===== src/design/mcsr_pkg.sv =====
/*
  package of the motion cpu status register bank: word offsets, codes,
  reset values and event/control encodings.
  assumes a single 125 mhz clock and 16-bit register words.
*/
package mcsr_pkg;

  // register word offsets
  localparam logic [4:0] OFS_HOTSWAP     = 5'h00;
  localparam logic [4:0] OFS_TEST_LO     = 5'h01;
  localparam logic [4:0] OFS_TEST_HI     = 5'h02;
  localparam logic [4:0] OFS_WDT_CAUSE   = 5'h03;
  localparam logic [4:0] OFS_FAIL_PROG   = 5'h04;
  localparam logic [4:0] OFS_PRESENT_LO  = 5'h05;
  localparam logic [4:0] OFS_PRESENT_HI  = 5'h06;
  localparam logic [4:0] OFS_LINK_ERR    = 5'h07;
  localparam logic [4:0] OFS_IRQ_STATUS  = 5'h08;
  localparam logic [4:0] OFS_IRQ_MASK    = 5'h09;
  localparam logic [4:0] OFS_FLAGS       = 5'h0a;
  localparam logic [4:0] OFS_AXIS_USED_LO = 5'h0b;
  localparam logic [4:0] OFS_AXIS_USED_HI = 5'h0c;

  // handshake word values (two's complement)
  localparam logic [15:0] HS_IDLE      = 16'h0000;
  localparam logic [15:0] HS_PENDING   = 16'hffff;
  localparam logic [15:0] HS_EXECUTE   = 16'hfffe;
  localparam logic [15:0] HS_RECONNECT = 16'hfff6;
  localparam logic [15:0] HS_AXIS_MIN  = 16'h0001;
  localparam logic [15:0] HS_AXIS_MAX  = 16'h0020;

  // watchdog cause codes
  localparam logic [15:0] WDT_NONE       = 16'h0000;
  localparam logic [15:0] WDT_CYCLE_OVER = 16'h0002;
  localparam logic [15:0] WDT_BUS_WDT    = 16'h0003;
  localparam logic [15:0] WDT_GENERAL    = 16'h0004;
  localparam logic [15:0] WDT_PROC_HW    = 16'h001e;
  localparam logic [15:0] WDT_BUS_HW     = 16'h00c8;
  localparam logic [15:0] WDT_AMP_HW     = 16'h00fa;
  localparam logic [15:0] WDT_SW3        = 16'h012c;
  localparam logic [15:0] WDT_START_OVER = 16'h012d;
  localparam logic [4:0]  START_LIMIT    = 5'h0e;

  // link error codes
  localparam logic [15:0] LINK_OK = 16'h0000;

  // program number field width
  localparam int PROG_W = 12;

  // interrupt status bits
  localparam int IRQ_TEST_ERR = 0;
  localparam int IRQ_PROG_ERR = 1;
  localparam int IRQ_WDT      = 2;
  localparam int IRQ_LINK     = 3;
  localparam int IRQ_HOTSWAP  = 4;
  localparam int IRQ_W        = 5;

  // simple watchdog fault kinds reported by the core
  typedef enum logic [2:0] {
    mcsr_wdt_cycle_over,
    mcsr_wdt_bus_wdt,
    mcsr_wdt_general,
    mcsr_wdt_proc_hw,
    mcsr_wdt_sw3
  } mcsr_wdt_kind_t;

  typedef struct packed {
    logic           fault;
    mcsr_wdt_kind_t kind;
    logic           bus_hw;
    logic [3:0]     bus_bits;
    logic           amp_hw;
    logic [1:0]     amp_line;
  } mcsr_wdt_evt_t;

  typedef struct packed {
    logic [4:0]        addr;
    logic [15:0]       wdata;
    logic              wr;
    logic              rd;
  } mcsr_bus_req_t;

endpackage


===== src/design/mcsr_axis_map.sv =====
/*
  per-axis bitmap splitter: one 32-axis vector into low and high words,
  axes above the variant limit forced to zero.
  assumes axis n sits at vector bit n-1.
*/
`timescale 1ns/1ns
`default_nettype none
module mcsr_axis_map
  import mcsr_pkg::*;
#(
  parameter int AXES = 32
) (
  input  wire logic [31:0] axis_vec,
  output logic      [15:0] word_lo,
  output logic      [15:0] word_hi
);
  if (AXES < 1 || AXES > 32) begin : g_bad_axes
    $error("AXES must be 1..32");
  end

  logic [31:0] masked;
  genvar g;
  generate
    for (g = 0; g < 32; g++) begin : g_ax
      // higher axes carry nothing on smaller variants
      assign masked[g] = (g < AXES) ? axis_vec[g] : 1'b0;
    end
  endgenerate

  assign word_lo = masked[15:0];
  assign word_hi = masked[31:16];
endmodule
`default_nettype wire


===== src/design/mcsr_core.sv =====
/*
  motion cpu status register bank: hot-swap handshake, test-mode error
  bitmaps, watchdog cause, failing program, amplifier presence, link
  error and an interrupt block, all behind a plain register port.
  assumes event inputs are single-cycle pulses from logic on clk and that
  amplifier/axis levels come from the same clock domain.
*/
`timescale 1ns/1ns
`default_nettype none
module mcsr_core
  import mcsr_pkg::*;
#(
  parameter int AXES = 32
) (
  input  wire logic          clk,
  input  wire logic          reset,
  input  wire logic [4:0]    reg_addr,
  input  wire logic [15:0]   reg_wdata,
  input  wire logic          reg_wr,
  input  wire logic          reg_rd,
  output logic      [15:0]   reg_rdata,
  input  wire logic [31:0]   axis_running,
  input  wire logic          test_request,
  input  wire mcsr_wdt_evt_t wdt_evt,
  input  wire logic          program_start_instruction,
  input  wire logic          program_done,
  input  wire logic          prog_err,
  input  wire logic [11:0]   prog_err_num,
  input  wire logic [31:0]   amp_comm_ok,
  input  wire logic          link_err,
  input  wire logic [2:0]    link_err_code,
  input  wire logic          link_ok,
  output logic               hotswap_exec,
  output logic               hotswap_reconnect,
  output logic      [5:0]    hotswap_axis,
  output logic               stop_all_axes,
  output logic               start_blocked,
  output logic               test_request_error_flag,
  output logic               program_setting_error_flag,
  output logic               irq
);
  if (AXES < 1 || AXES > 32) begin : g_bad_axes
    $error("AXES must be 1..32");
  end

  typedef enum logic [1:0] {
    mcsr_hs_idle,
    mcsr_hs_pending,
    mcsr_hs_execute
  } mcsr_hs_state_t;

  mcsr_hs_state_t hs_state_reg, hs_state_next;
  logic [15:0] hs_cmd_reg;
  logic [31:0] test_map_reg;
  logic [15:0] wdt_cause_reg;
  logic        hw_stop_reg;
  logic [11:0] fail_prog_reg;
  logic [31:0] present_reg;
  logic [31:0] axis_used_reg;
  logic [15:0] link_err_reg;
  logic [4:0]  active_progs_reg;
  logic        test_flag_reg;
  logic        prog_flag_reg;
  logic [IRQ_W-1:0] irq_status_reg;
  logic [IRQ_W-1:0] irq_mask_reg;
  logic [15:0] rdata_reg;
  logic        exec_pulse_reg;

  // address decode
  wire wr_hs     = reg_wr && reg_addr == OFS_HOTSWAP;
  wire wr_status = reg_wr && reg_addr == OFS_IRQ_STATUS;
  wire wr_mask   = reg_wr && reg_addr == OFS_IRQ_MASK;
  wire wr_flags  = reg_wr && reg_addr == OFS_FLAGS;
  wire wr_used_lo = reg_wr && reg_addr == OFS_AXIS_USED_LO;
  wire wr_used_hi = reg_wr && reg_addr == OFS_AXIS_USED_HI;

  // handshake command classes
  wire cmd_disc  = $signed(reg_wdata) >= $signed(HS_AXIS_MIN) &&
                   $signed(reg_wdata) <= $signed(HS_AXIS_MAX);
  wire cmd_recon = reg_wdata == HS_RECONNECT;
  wire cmd_exec  = reg_wdata == HS_EXECUTE;

  always_comb begin
    hs_state_next = hs_state_reg;
    case (hs_state_reg)
      mcsr_hs_idle: begin
        if (wr_hs && (cmd_disc || cmd_recon)) begin
          hs_state_next = mcsr_hs_pending;
        end
      end
      mcsr_hs_pending: begin
        if (wr_hs && cmd_exec) begin
          hs_state_next = mcsr_hs_execute;
        end
      end
      default: hs_state_next = mcsr_hs_idle;
    endcase
  end

  // visible handshake word
  wire [15:0] hs_word = (hs_state_reg == mcsr_hs_idle) ? HS_IDLE
                                                       : HS_PENDING;

  always_ff @(posedge clk) begin
    if (reset) begin
      hs_state_reg   <= mcsr_hs_idle;
      hs_cmd_reg     <= HS_IDLE;
      exec_pulse_reg <= 1'b0;
    end else begin
      hs_state_reg   <= hs_state_next;
      exec_pulse_reg <= hs_state_next == mcsr_hs_execute;
      if (hs_state_reg == mcsr_hs_idle && wr_hs && (cmd_disc || cmd_recon)) begin
        hs_cmd_reg <= reg_wdata;
      end
    end
  end

  assign hotswap_exec      = exec_pulse_reg;
  assign hotswap_reconnect = hs_cmd_reg == HS_RECONNECT;
  assign hotswap_axis      = hs_cmd_reg[5:0];

  // test mode request error
  wire test_err = test_request && (|axis_running);
  always_ff @(posedge clk) begin
    if (reset) begin
      test_map_reg  <= 32'h0000_0000;
      test_flag_reg <= 1'b0;
    end else begin
      if (test_err) begin
        test_map_reg  <= axis_running;
        test_flag_reg <= 1'b1;
      end else if (wr_flags && reg_wdata[0]) begin
        test_flag_reg <= 1'b0;
      end
    end
  end

  // watchdog cause
  logic        wdt_hw;
  logic [15:0] wdt_code;
  mcsr_wdt_coder u_wdt (
    .clk      (clk),
    .evt      (wdt_evt),
    .hw_fault (wdt_hw),
    .code     (wdt_code)
  );

  // a start over the limit is refused and reported, never queued; the
  // counter only tracks programs that were really launched
  wire start_ok   = program_start_instruction && !hw_stop_reg;
  wire start_over = start_ok && active_progs_reg >= START_LIMIT;

  always_ff @(posedge clk) begin
    if (reset) begin
      wdt_cause_reg    <= WDT_NONE;
      hw_stop_reg      <= 1'b0;
      active_progs_reg <= 5'h00;
    end else begin
      if (wdt_evt.fault || wdt_hw) begin
        wdt_cause_reg <= wdt_code;
      end else if (start_over) begin
        wdt_cause_reg <= WDT_START_OVER;
      end
      if (wdt_hw) begin
        hw_stop_reg <= 1'b1;
      end
      if (start_ok && !start_over && !program_done) begin
        active_progs_reg <= active_progs_reg + 5'h01;
      end else if (program_done && !start_ok && active_progs_reg != 5'h00) begin
        active_progs_reg <= active_progs_reg - 5'h01;
      end
    end
  end

  assign stop_all_axes = hw_stop_reg;
  assign start_blocked = hw_stop_reg;

  // failing program number, newest wins
  always_ff @(posedge clk) begin
    if (reset) begin
      fail_prog_reg <= 12'h000;
      prog_flag_reg <= 1'b0;
    end else begin
      if (prog_err) begin
        fail_prog_reg <= prog_err_num;
        prog_flag_reg <= 1'b1;
      end else if (wr_flags && reg_wdata[1]) begin
        prog_flag_reg <= 1'b0;
      end
    end
  end

  // amplifier presence: reset clears, then re-checked every cycle
  always_ff @(posedge clk) begin
    if (reset) begin
      present_reg   <= 32'h0000_0000;
      axis_used_reg <= 32'hffff_ffff;
    end else begin
      present_reg <= axis_used_reg & amp_comm_ok;
      if (wr_used_lo) begin
        axis_used_reg[15:0] <= reg_wdata;
      end
      if (wr_used_hi) begin
        axis_used_reg[31:16] <= reg_wdata;
      end
    end
  end

  // pc link error code
  always_ff @(posedge clk) begin
    if (reset) begin
      link_err_reg <= LINK_OK;
    end else if (link_err) begin
      link_err_reg <= {13'h0000, link_err_code};
    end else if (link_ok) begin
      link_err_reg <= LINK_OK;
    end
  end

  // interrupts: sticky events, write one to clear, set beats clear
  wire [IRQ_W-1:0] irq_evt = {exec_pulse_reg, link_err,
                              wdt_evt.fault | wdt_hw | start_over,
                              prog_err, test_err};
  wire [IRQ_W-1:0] irq_clr = wr_status ? reg_wdata[IRQ_W-1:0]
                                       : {IRQ_W{1'b0}};
  always_ff @(posedge clk) begin
    if (reset) begin
      irq_status_reg <= {IRQ_W{1'b0}};
      irq_mask_reg   <= {IRQ_W{1'b0}};
    end else begin
      irq_status_reg <= (irq_status_reg & ~irq_clr) | irq_evt;
      if (wr_mask) begin
        irq_mask_reg <= reg_wdata[IRQ_W-1:0];
      end
    end
  end
  assign irq = |(irq_status_reg & irq_mask_reg);

  // bitmaps limited to the variant's axes
  logic [15:0] test_lo, test_hi, pres_lo, pres_hi;
  mcsr_axis_map #(.AXES(AXES)) u_test_map (
    .axis_vec (test_map_reg),
    .word_lo  (test_lo),
    .word_hi  (test_hi)
  );
  mcsr_axis_map #(.AXES(AXES)) u_pres_map (
    .axis_vec (present_reg),
    .word_lo  (pres_lo),
    .word_hi  (pres_hi)
  );

  // read mux; unmapped reads as zero
  logic [15:0] rd_mux;
  always_comb begin
    if (reg_addr == OFS_HOTSWAP) rd_mux = hs_word;
    else if (reg_addr == OFS_TEST_LO) rd_mux = test_lo;
    else if (reg_addr == OFS_TEST_HI) rd_mux = test_hi;
    else if (reg_addr == OFS_WDT_CAUSE) rd_mux = wdt_cause_reg;
    else if (reg_addr == OFS_FAIL_PROG) rd_mux = {4'h0, fail_prog_reg};
    else if (reg_addr == OFS_PRESENT_LO) rd_mux = pres_lo;
    else if (reg_addr == OFS_PRESENT_HI) rd_mux = pres_hi;
    else if (reg_addr == OFS_LINK_ERR) rd_mux = link_err_reg;
    else if (reg_addr == OFS_IRQ_STATUS) rd_mux = {11'h000, irq_status_reg};
    else if (reg_addr == OFS_IRQ_MASK) rd_mux = {11'h000, irq_mask_reg};
    else if (reg_addr == OFS_FLAGS) rd_mux = {14'h0000, prog_flag_reg,
                                              test_flag_reg};
    else if (reg_addr == OFS_AXIS_USED_LO) rd_mux = axis_used_reg[15:0];
    else if (reg_addr == OFS_AXIS_USED_HI) rd_mux = axis_used_reg[31:16];
    else rd_mux = 16'h0000;
  end

  always_ff @(posedge clk) begin
    if (reset) begin
      rdata_reg <= 16'h0000;
    end else if (reg_rd) begin
      rdata_reg <= rd_mux;
    end else begin
      rdata_reg <= 16'h0000;
    end
  end

  assign reg_rdata                  = rdata_reg;
  assign test_request_error_flag    = test_flag_reg;
  assign program_setting_error_flag = prog_flag_reg;

  chk_hs_pending_word: assert property (@(posedge clk) disable iff (reset)
    hs_state_reg == mcsr_hs_idle && wr_hs && (cmd_disc || cmd_recon)
    |=> hs_word == HS_PENDING) else $error("handshake not pending");
  chk_hs_idle_after: assert property (@(posedge clk) disable iff (reset)
    hs_state_reg == mcsr_hs_execute |=> hs_word == HS_IDLE)
    else $error("handshake not idle after execute");
  chk_test_flag_clear: assert property (@(posedge clk) disable iff (reset)
    wr_flags && reg_wdata[0] && !test_err |=> !test_flag_reg)
    else $error("test error flag not cleared");
  chk_hw_start_refused: assert property (@(posedge clk) disable iff (reset)
    hw_stop_reg && program_start_instruction && !program_done
    |=> active_progs_reg == $past(active_progs_reg))
    else $error("start accepted after hardware stop");
  chk_present_unused: assert property (@(posedge clk) disable iff (reset)
    !axis_used_reg[0] |=> !present_reg[0])
    else $error("unused axis shown as installed");
  chk_test_capture: assert property (@(posedge clk) disable iff (reset)
    test_err |=> test_flag_reg && test_map_reg == $past(axis_running))
    else $error("test error capture wrong");
  chk_hw_stop_holds: assert property (@(posedge clk) disable iff (reset)
    wdt_hw |=> stop_all_axes [*8])
    else $error("hardware stop not held");
  chk_start_over: assert property (@(posedge clk) disable iff (reset)
    start_over && !wdt_evt.fault && !wdt_hw |=> wdt_cause_reg == 16'd301)
    else $error("start overflow code missing");
  chk_prog_newest: assert property (@(posedge clk) disable iff (reset)
    prog_err |=> fail_prog_reg == $past(prog_err_num) && prog_flag_reg)
    else $error("failing program not stored");
  chk_present_track: assert property (@(posedge clk) disable iff (reset)
    !amp_comm_ok[0] |=> !present_reg[0])
    else $error("presence bit not cleared");
  chk_link_resume: assert property (@(posedge clk) disable iff (reset)
    link_ok && !link_err |=> link_err_reg == 16'h0000)
    else $error("link error not cleared");
  chk_link_store: assert property (@(posedge clk) disable iff (reset)
    link_err |=> link_err_reg == {13'h0000, $past(link_err_code)})
    else $error("link error code not stored");
endmodule
`default_nettype wire


===== src/design/mcsr_wdt_coder.sv =====
/*
  watchdog cause encoder: turns a fault event into its cause code.
  assumes the event is a one-cycle pulse on the system clock.
*/
`timescale 1ns/1ns
`default_nettype none
module mcsr_wdt_coder
  import mcsr_pkg::*;
(
  input  wire logic          clk,
  input  wire mcsr_wdt_evt_t evt,
  output logic               hw_fault,
  output logic [15:0]        code
);
  wire [15:0] bus_code = WDT_BUS_HW + {12'h000, evt.bus_bits};
  wire [15:0] amp_code = WDT_AMP_HW + {14'h0000, evt.amp_line};
  logic [15:0] kind_code;

  always_comb begin
    case (evt.kind)
      mcsr_wdt_cycle_over: kind_code = WDT_CYCLE_OVER;
      mcsr_wdt_bus_wdt:    kind_code = WDT_BUS_WDT;
      mcsr_wdt_general:    kind_code = WDT_GENERAL;
      mcsr_wdt_proc_hw:    kind_code = WDT_PROC_HW;
      default:             kind_code = WDT_SW3;
    endcase
  end

  // hardware faults take precedence over a software kind in the same cycle
  assign code = evt.bus_hw ? bus_code : (evt.amp_hw ? amp_code : kind_code);
  assign hw_fault = evt.bus_hw | evt.amp_hw;

  chk_bus_code_range: assert property (@(posedge clk)
    evt.bus_hw && evt.bus_bits != 4'h0 |-> code >= 16'd201 && code <= 16'd215)
    else $error("bus fault code out of range");
  chk_amp_code_range: assert property (@(posedge clk)
    !evt.bus_hw && evt.amp_hw |-> code >= 16'd250 && code <= 16'd253)
    else $error("amp fault code out of range");
endmodule
`default_nettype wire

===== config.mk =====
export PLATFORM = sky130hd
export DESIGN_NAME = mcsr_core
export DESIGN_NICKNAME = d
export VERILOG_FILES = /design/src/design/mcsr_pkg.sv /design/src/design/mcsr_axis_map.sv /design/src/design/mcsr_core.sv /design/src/design/mcsr_wdt_coder.sv
export SDC_FILE = /design/constraint.sdc
export NUM_CORES = 1
export LEC_CHECK = 0
export ABC_CLOCK_PERIOD_IN_PS = 3330
export BUFFER_PORTS_ARGS = -buffer_cell sky130_fd_sc_hd__buf_2
export CAP_MARGIN = 25
export CORE_MARGIN = 1.5
export CORE_UTILIZATION = 35
export DETAILED_ROUTE_END_ITERATION = 8
export GPL_TIMING_DRIVEN = 0
export HOLD_SLACK_MARGIN = 0.12
export PLACE_DENSITY = 0.66
export SLEW_MARGIN = 0
export SYNTH_ARGS = -nofsm -noshare
export SYNTH_HDL_FRONTEND = slang
export SYNTH_SLANG_ARGS = --single-unit

===== constraint.sdc =====
create_clock -name clk -period 3.33 [get_ports clk]
set_input_delay 0.1665 -clock clk [delete_from_list [all_inputs] [get_ports clk]]
set_output_delay 0.1665 -clock clk [all_outputs]
set_load 0.005 [all_outputs]

Word-level counts from Yosys, hierarchy flattened
Index checks and enable logic that the tools add are counted.

storage, ports and cells
  flip-flop bits (word level) = 180
  word-level logic and storage cells = 122
  output and inout bits = 29

operators by class
  multiplexer cells = 31
  reduce and logical (&&, ||, !) cells = 38
  $lt $le $gt $ge = 3
  add/sub/neg operators = 4
  eq/ne operators = 20
  bitwise logic cells = 9

operator list
  cell                                                                count
  two-way mux 16 bit                                                  18
  equality test 16 bit, second input constant                         3
  one-hot mux 9 bit (4 select lines)                                  1
  bitwise AND 32 bit                                                  1
  OR reduction 32 bit                                                 1
  equality test 5 x 4 -> 1 bit, second input constant                 5
  equality test 5 x 3 -> 1 bit, second input constant                 4
  logical AND 1 bit                                                   20
  greater-or-equal comparator 16 x 2 -> 1 bit, second input constant  1
  <= comparator 16 x 7 -> 1 bit, second input constant                1
  two-way mux 5 bit                                                   3
  bitwise AND 5 bit                                                   2
  equality test 5 x 2 -> 1 bit, second input constant                 2
  nonzero test 2 bit                                                  5
  adder 8 x 2 -> 9 bit, first input constant                          1
  adder 8 x 4 -> 9 bit, first input constant                          1
  equality test 3 x 2 -> 1 bit, second input constant                 2
  two-way mux 3 bit                                                   2
  adder 5 x 1 -> 5 bit, second input constant                         1
  equality test 5 x 1 -> 1 bit, second input constant                 1
  greater-or-equal comparator 5 x 4 -> 1 bit, second input constant   1
  zero test 5 bit                                                     1
  NOT 5 bit                                                           1
  bitwise OR 5 bit                                                    1
  other kinds (16)                                                    26

Depth between registers and ports, before layout
  word-level depth = 14
  gate-level depth with buffers = 9
  gate-level depth less buffers = 8

Hierarchy
Synthesis repeated with hierarchy kept, for this count alone.

second synthesis, totals
  cells, all modules = 1069
  area total of the unflattened synthesis = 9023.7 um2

modules (own cells, without submodules)
  module          cells each  area an instance (um2)  times used
  mcsr_core       972         8343.0                  1
  mcsr_axis_map   32          240.2                   2
  mcsr_wdt_coder  33          200.2                   1

Worst setup path after synthesis
Ideal clock, no wire load.

  path kind = reg-to-reg
  start = register active_progs_reg[2]
  end = register active_progs_reg[4]
  cell stages (with the launch flop) = 9
  setup time = 0.128 ns
  slack = 0.961 ns
  arrival = 2.242 ns
  buffers on the path = 1
  period minus slack after synthesis = 2.369 ns
  path through = dfxtp_1 a31oi_1 or3b_2 clkbuf_1 fa_1 a21o_1 a221oi_1 xor2_1 nor2_1

on the way
  word-level cells in the longest chain between the ends = 6

ends and longest elaborated chain
  element                                                         line              RTL
  from (decl)                                                     mcsr_core.sv:61   logic [4:0] active_progs_reg;
  from (signal assigned)                                          mcsr_core.sv:168  active_progs_reg <= active_progs_reg + 5'h01;
  from (signal assigned)                                          mcsr_core.sv:170  active_progs_reg <= active_progs_reg - 5'h01;
  greater-or-equal comparator 5 x 4 -> 1 bit                      mcsr_core.sv:151  wire start_over = start_ok && active_progs_reg >= START_LIMIT;
  logical AND 1 bit                                               mcsr_core.sv:151
  zero test 1 bit                                                 mcsr_core.sv:167  if (start_ok && !start_over && !program_done) begin
  logical AND 1 bit (2 in series)                                 mcsr_core.sv:167
  two-way mux 5 bit / nonzero test 2 bit (equally long branches)  -

Parallel ways exist; a longest one is shown, timed or not. The select of a mux whose other input is x is not followed.
A chain may end at the register's enable or synchronous reset.

Worst setup path in the final report
  start = register active_progs_reg[1]
  end = register active_progs_reg[4]

Same word-level chain as after synthesis.

==> impl_metrics.tcl <==
set metrics [dict create \
    cts_tree "yes" \
    overflow 0 \
    reg2reg_from "active_progs_reg[1]" \
    via_count 8084 \
    criticalPathCategory "reg -> reg" \
    cp-end-kind "flop" \
    skew_ps 13.37 \
    nNetsFinal 1322 \
    die_h_um 153.1 \
    postSynthCellCount 928 \
    ios 151 \
    drtAntennaViolNets 0 \
    synth-seq-area-share_pct 43.70 \
    ctsHoldBuffers 104 \
    fin_area_um2 10590 \
    switching_power_mw 1.406 \
    slew_headroom_pct 48.65 \
    rsz0062_at_grt "no" \
    worstSkewPairLatency_ps 440 \
    placed_area_um2 8956 \
    grt_max_degree 17 \
    leakagePower_nw 4.515 \
    layout_commonest_cell "dfxtp_1" \
    cts_htree_levels 4 \
    hp-start "wdt_evt[10]" \
    antenna_found_initial 0 \
    cts_setup_buffers 0 \
    ctsRootBufferMaster "clkbuf_16" \
    crit_start "active_progs_reg[1]" \
    post-route-period-util_pct 81.60 \
    synth_area_um2 7880 \
    cp_max_fo 9 \
    timing.setup.tns_ps 0 \
    core_um2 21960 \
    slew_violations 0 \
    place_ws_ps 688.7 \
    synthFlopType "dfxtp_1" \
    drive_above_1_share_pct 17.20 \
    fmax_mhz 368.0 \
    die-area_um2 23420 \
    wl_um 28350 \
    p_sw_share_pct 27.59 \
    first_pass_iters 7 \
    place_congestion 0.9542 \
    rows 54 \
    period_minus_slack_ps 2717 \
    combPwrFrac_pct 15.9 \
    worstPathRequired_ps 3630 \
    layout_common_cells "dfxtp_1, buf_2, nor2_1" \
    cts.sinks 172 \
    worst_slack_ps 612.6 \
    syn2layout_area_growth_pct 34.44 \
    status "finished, final reports clean" \
    wl_per_cell_um 19.04 \
    clk_transition_reported_paths_ps 70 \
    p_per_area_nw_per_um2 480.9 \
    die_w_um 153.1 \
    cp.arrival_ps 3020 \
    synth_warnings 0 \
    layout.cells.non_filler 1489 \
    setup_viol 0 \
    synth_edf_count 0 \
    ir_drop_mv 0.3083 \
    min_path_type "in -> reg" \
    n_antenna_cell 0 \
    clockPowerShare_pct 40.1 \
    clk_path_buf_depth 2 \
    grt.total_usage_pct 24.08 \
    ys_seq_elements 172 \
    drc 0 \
    worst_pin_slew_ps 768.5 \
    ctsResizeCount 0 \
    whs_ps 144.6 \
    syn_area_per_cell_um2 8.491 \
    grt_pass1_wl_um 43440 \
    dpl.cell_count 1353 \
    hold_violations 0 \
    drt-vias-per-instance 5.429 \
    syn_nets 1054 \
    hpwl_um 21110 \
    initial_core_util_pct 35.89 \
    post-route-util_pct 48.25 \
    intPower_mw 3.689 \
    ys_async_sr_fraction_pct 0 \
    portBuffers 145 \
    start_kind "flop" \
    grt_pass1_vias 7760 \
    synth_cell_types 63 \
    power_mw 5.094 \
    drt_iter0_markers 699 \
    numCtsBuffers 17 \
    cap_violations 0 \
    seq_power_share_pct 44.0 \
]
## cell usage after synthesis (11+ instances only)
cell	instances	area [µm²]
a211o_1	16	140.1
a21oi_1	50	250.2
a22o_1	11	96.34
a22oi_1	20	150.1
buf_2	11	55.05
clkbuf_1	48	180.2
dfxtp_1	172	3443
inv_1	12	45.04
mux2i_1	60	600.6
nand2_1	105	394.1
nand2b_1	25	156.4
nand3_1	11	55.05
nand3b_1	20	150.1
nor2_1	127	476.7
nor2b_1	23	143.9
nor3_1	12	60.06
nor4_1	15	93.84
o21ai_0	46	230.2
## final timing paths
path	to	slack (ps)	cells after the start
max	active_progs_reg[4]	610	8
min	wdt_cause_reg[5]	140	3
max reg2reg	active_progs_reg[4]	610	8
min reg2reg	present_reg[24]	450	2
## logic make-up (layout without fill, tap and decap cells)
group                    Yosys count  in the layout  synth area share (%)
AO/OA/AOI/OAI                    215            215                 18.29
XOR/XNOR                           4              4                0.4447
adder cells (fa/ha/maj)            4              4                0.7305
buffers and inverters             86            367                 4.795
flip-flops                       172            172                 43.70
multiplexers                      62             62                 7.907
AND/OR/NAND/NOR                  385            385                 24.13
## power by group through the flow
| stage | clock network (mW) | logic, mW | registers (mW) |
|---|---|---|---|
| 6_report | 2.04 | 0.809 | 2.24 |
| 2_1_floorplan | 0 | 0.449 | 2.26 |
| 4_1_cts | 2.06 | 0.795 | 2.24 |
| 5_1_grt | 2.15 | 0.878 | 2.25 |
| 3_5_place_dp | 0 | 0.695 | 2.29 |
| 3_3_place_gp | 0 | 0.679 | 2.28 |
## cell type report
class                           count  area [µm²]
Timing Repair Buffer              249        1767
Sequential cell                   172        3443
Tap cell                          280       350.3
Buffer                             74       332.8
Inverter                           12       45.04
Fill cell                        2091       11360
Clock buffer                       19       442.9
Clock inverter                     13       153.9
Multi-Input combinational cell    670        4059
## worst max-delay path, cell delays in order (launching register included)
cell and delay [ps]:
dfxtp_1 370, a31oi_1 250, or3b_2 470, clkbuf_1 220, fa_1 460, a21o_1 200, a221oi_1 360, xor2_1 200
nor2_1 50
## per-layer routing
layer / part of all wire [%] / GRT usage, % / routed length, µm / vias up
met5: 0 / 0 / 0 / -
met4: 2.8 / 8.777 / 805 / 0
met3: 8.0 / 5.217 / 2282 / 55
met2: 45 / 38.68 / 12880 / 354
met1: 44 / 31.74 / 12390 / 3853
li1: - / - / - / 3822
No activity file was read; power rests on OpenSTA's default activity.
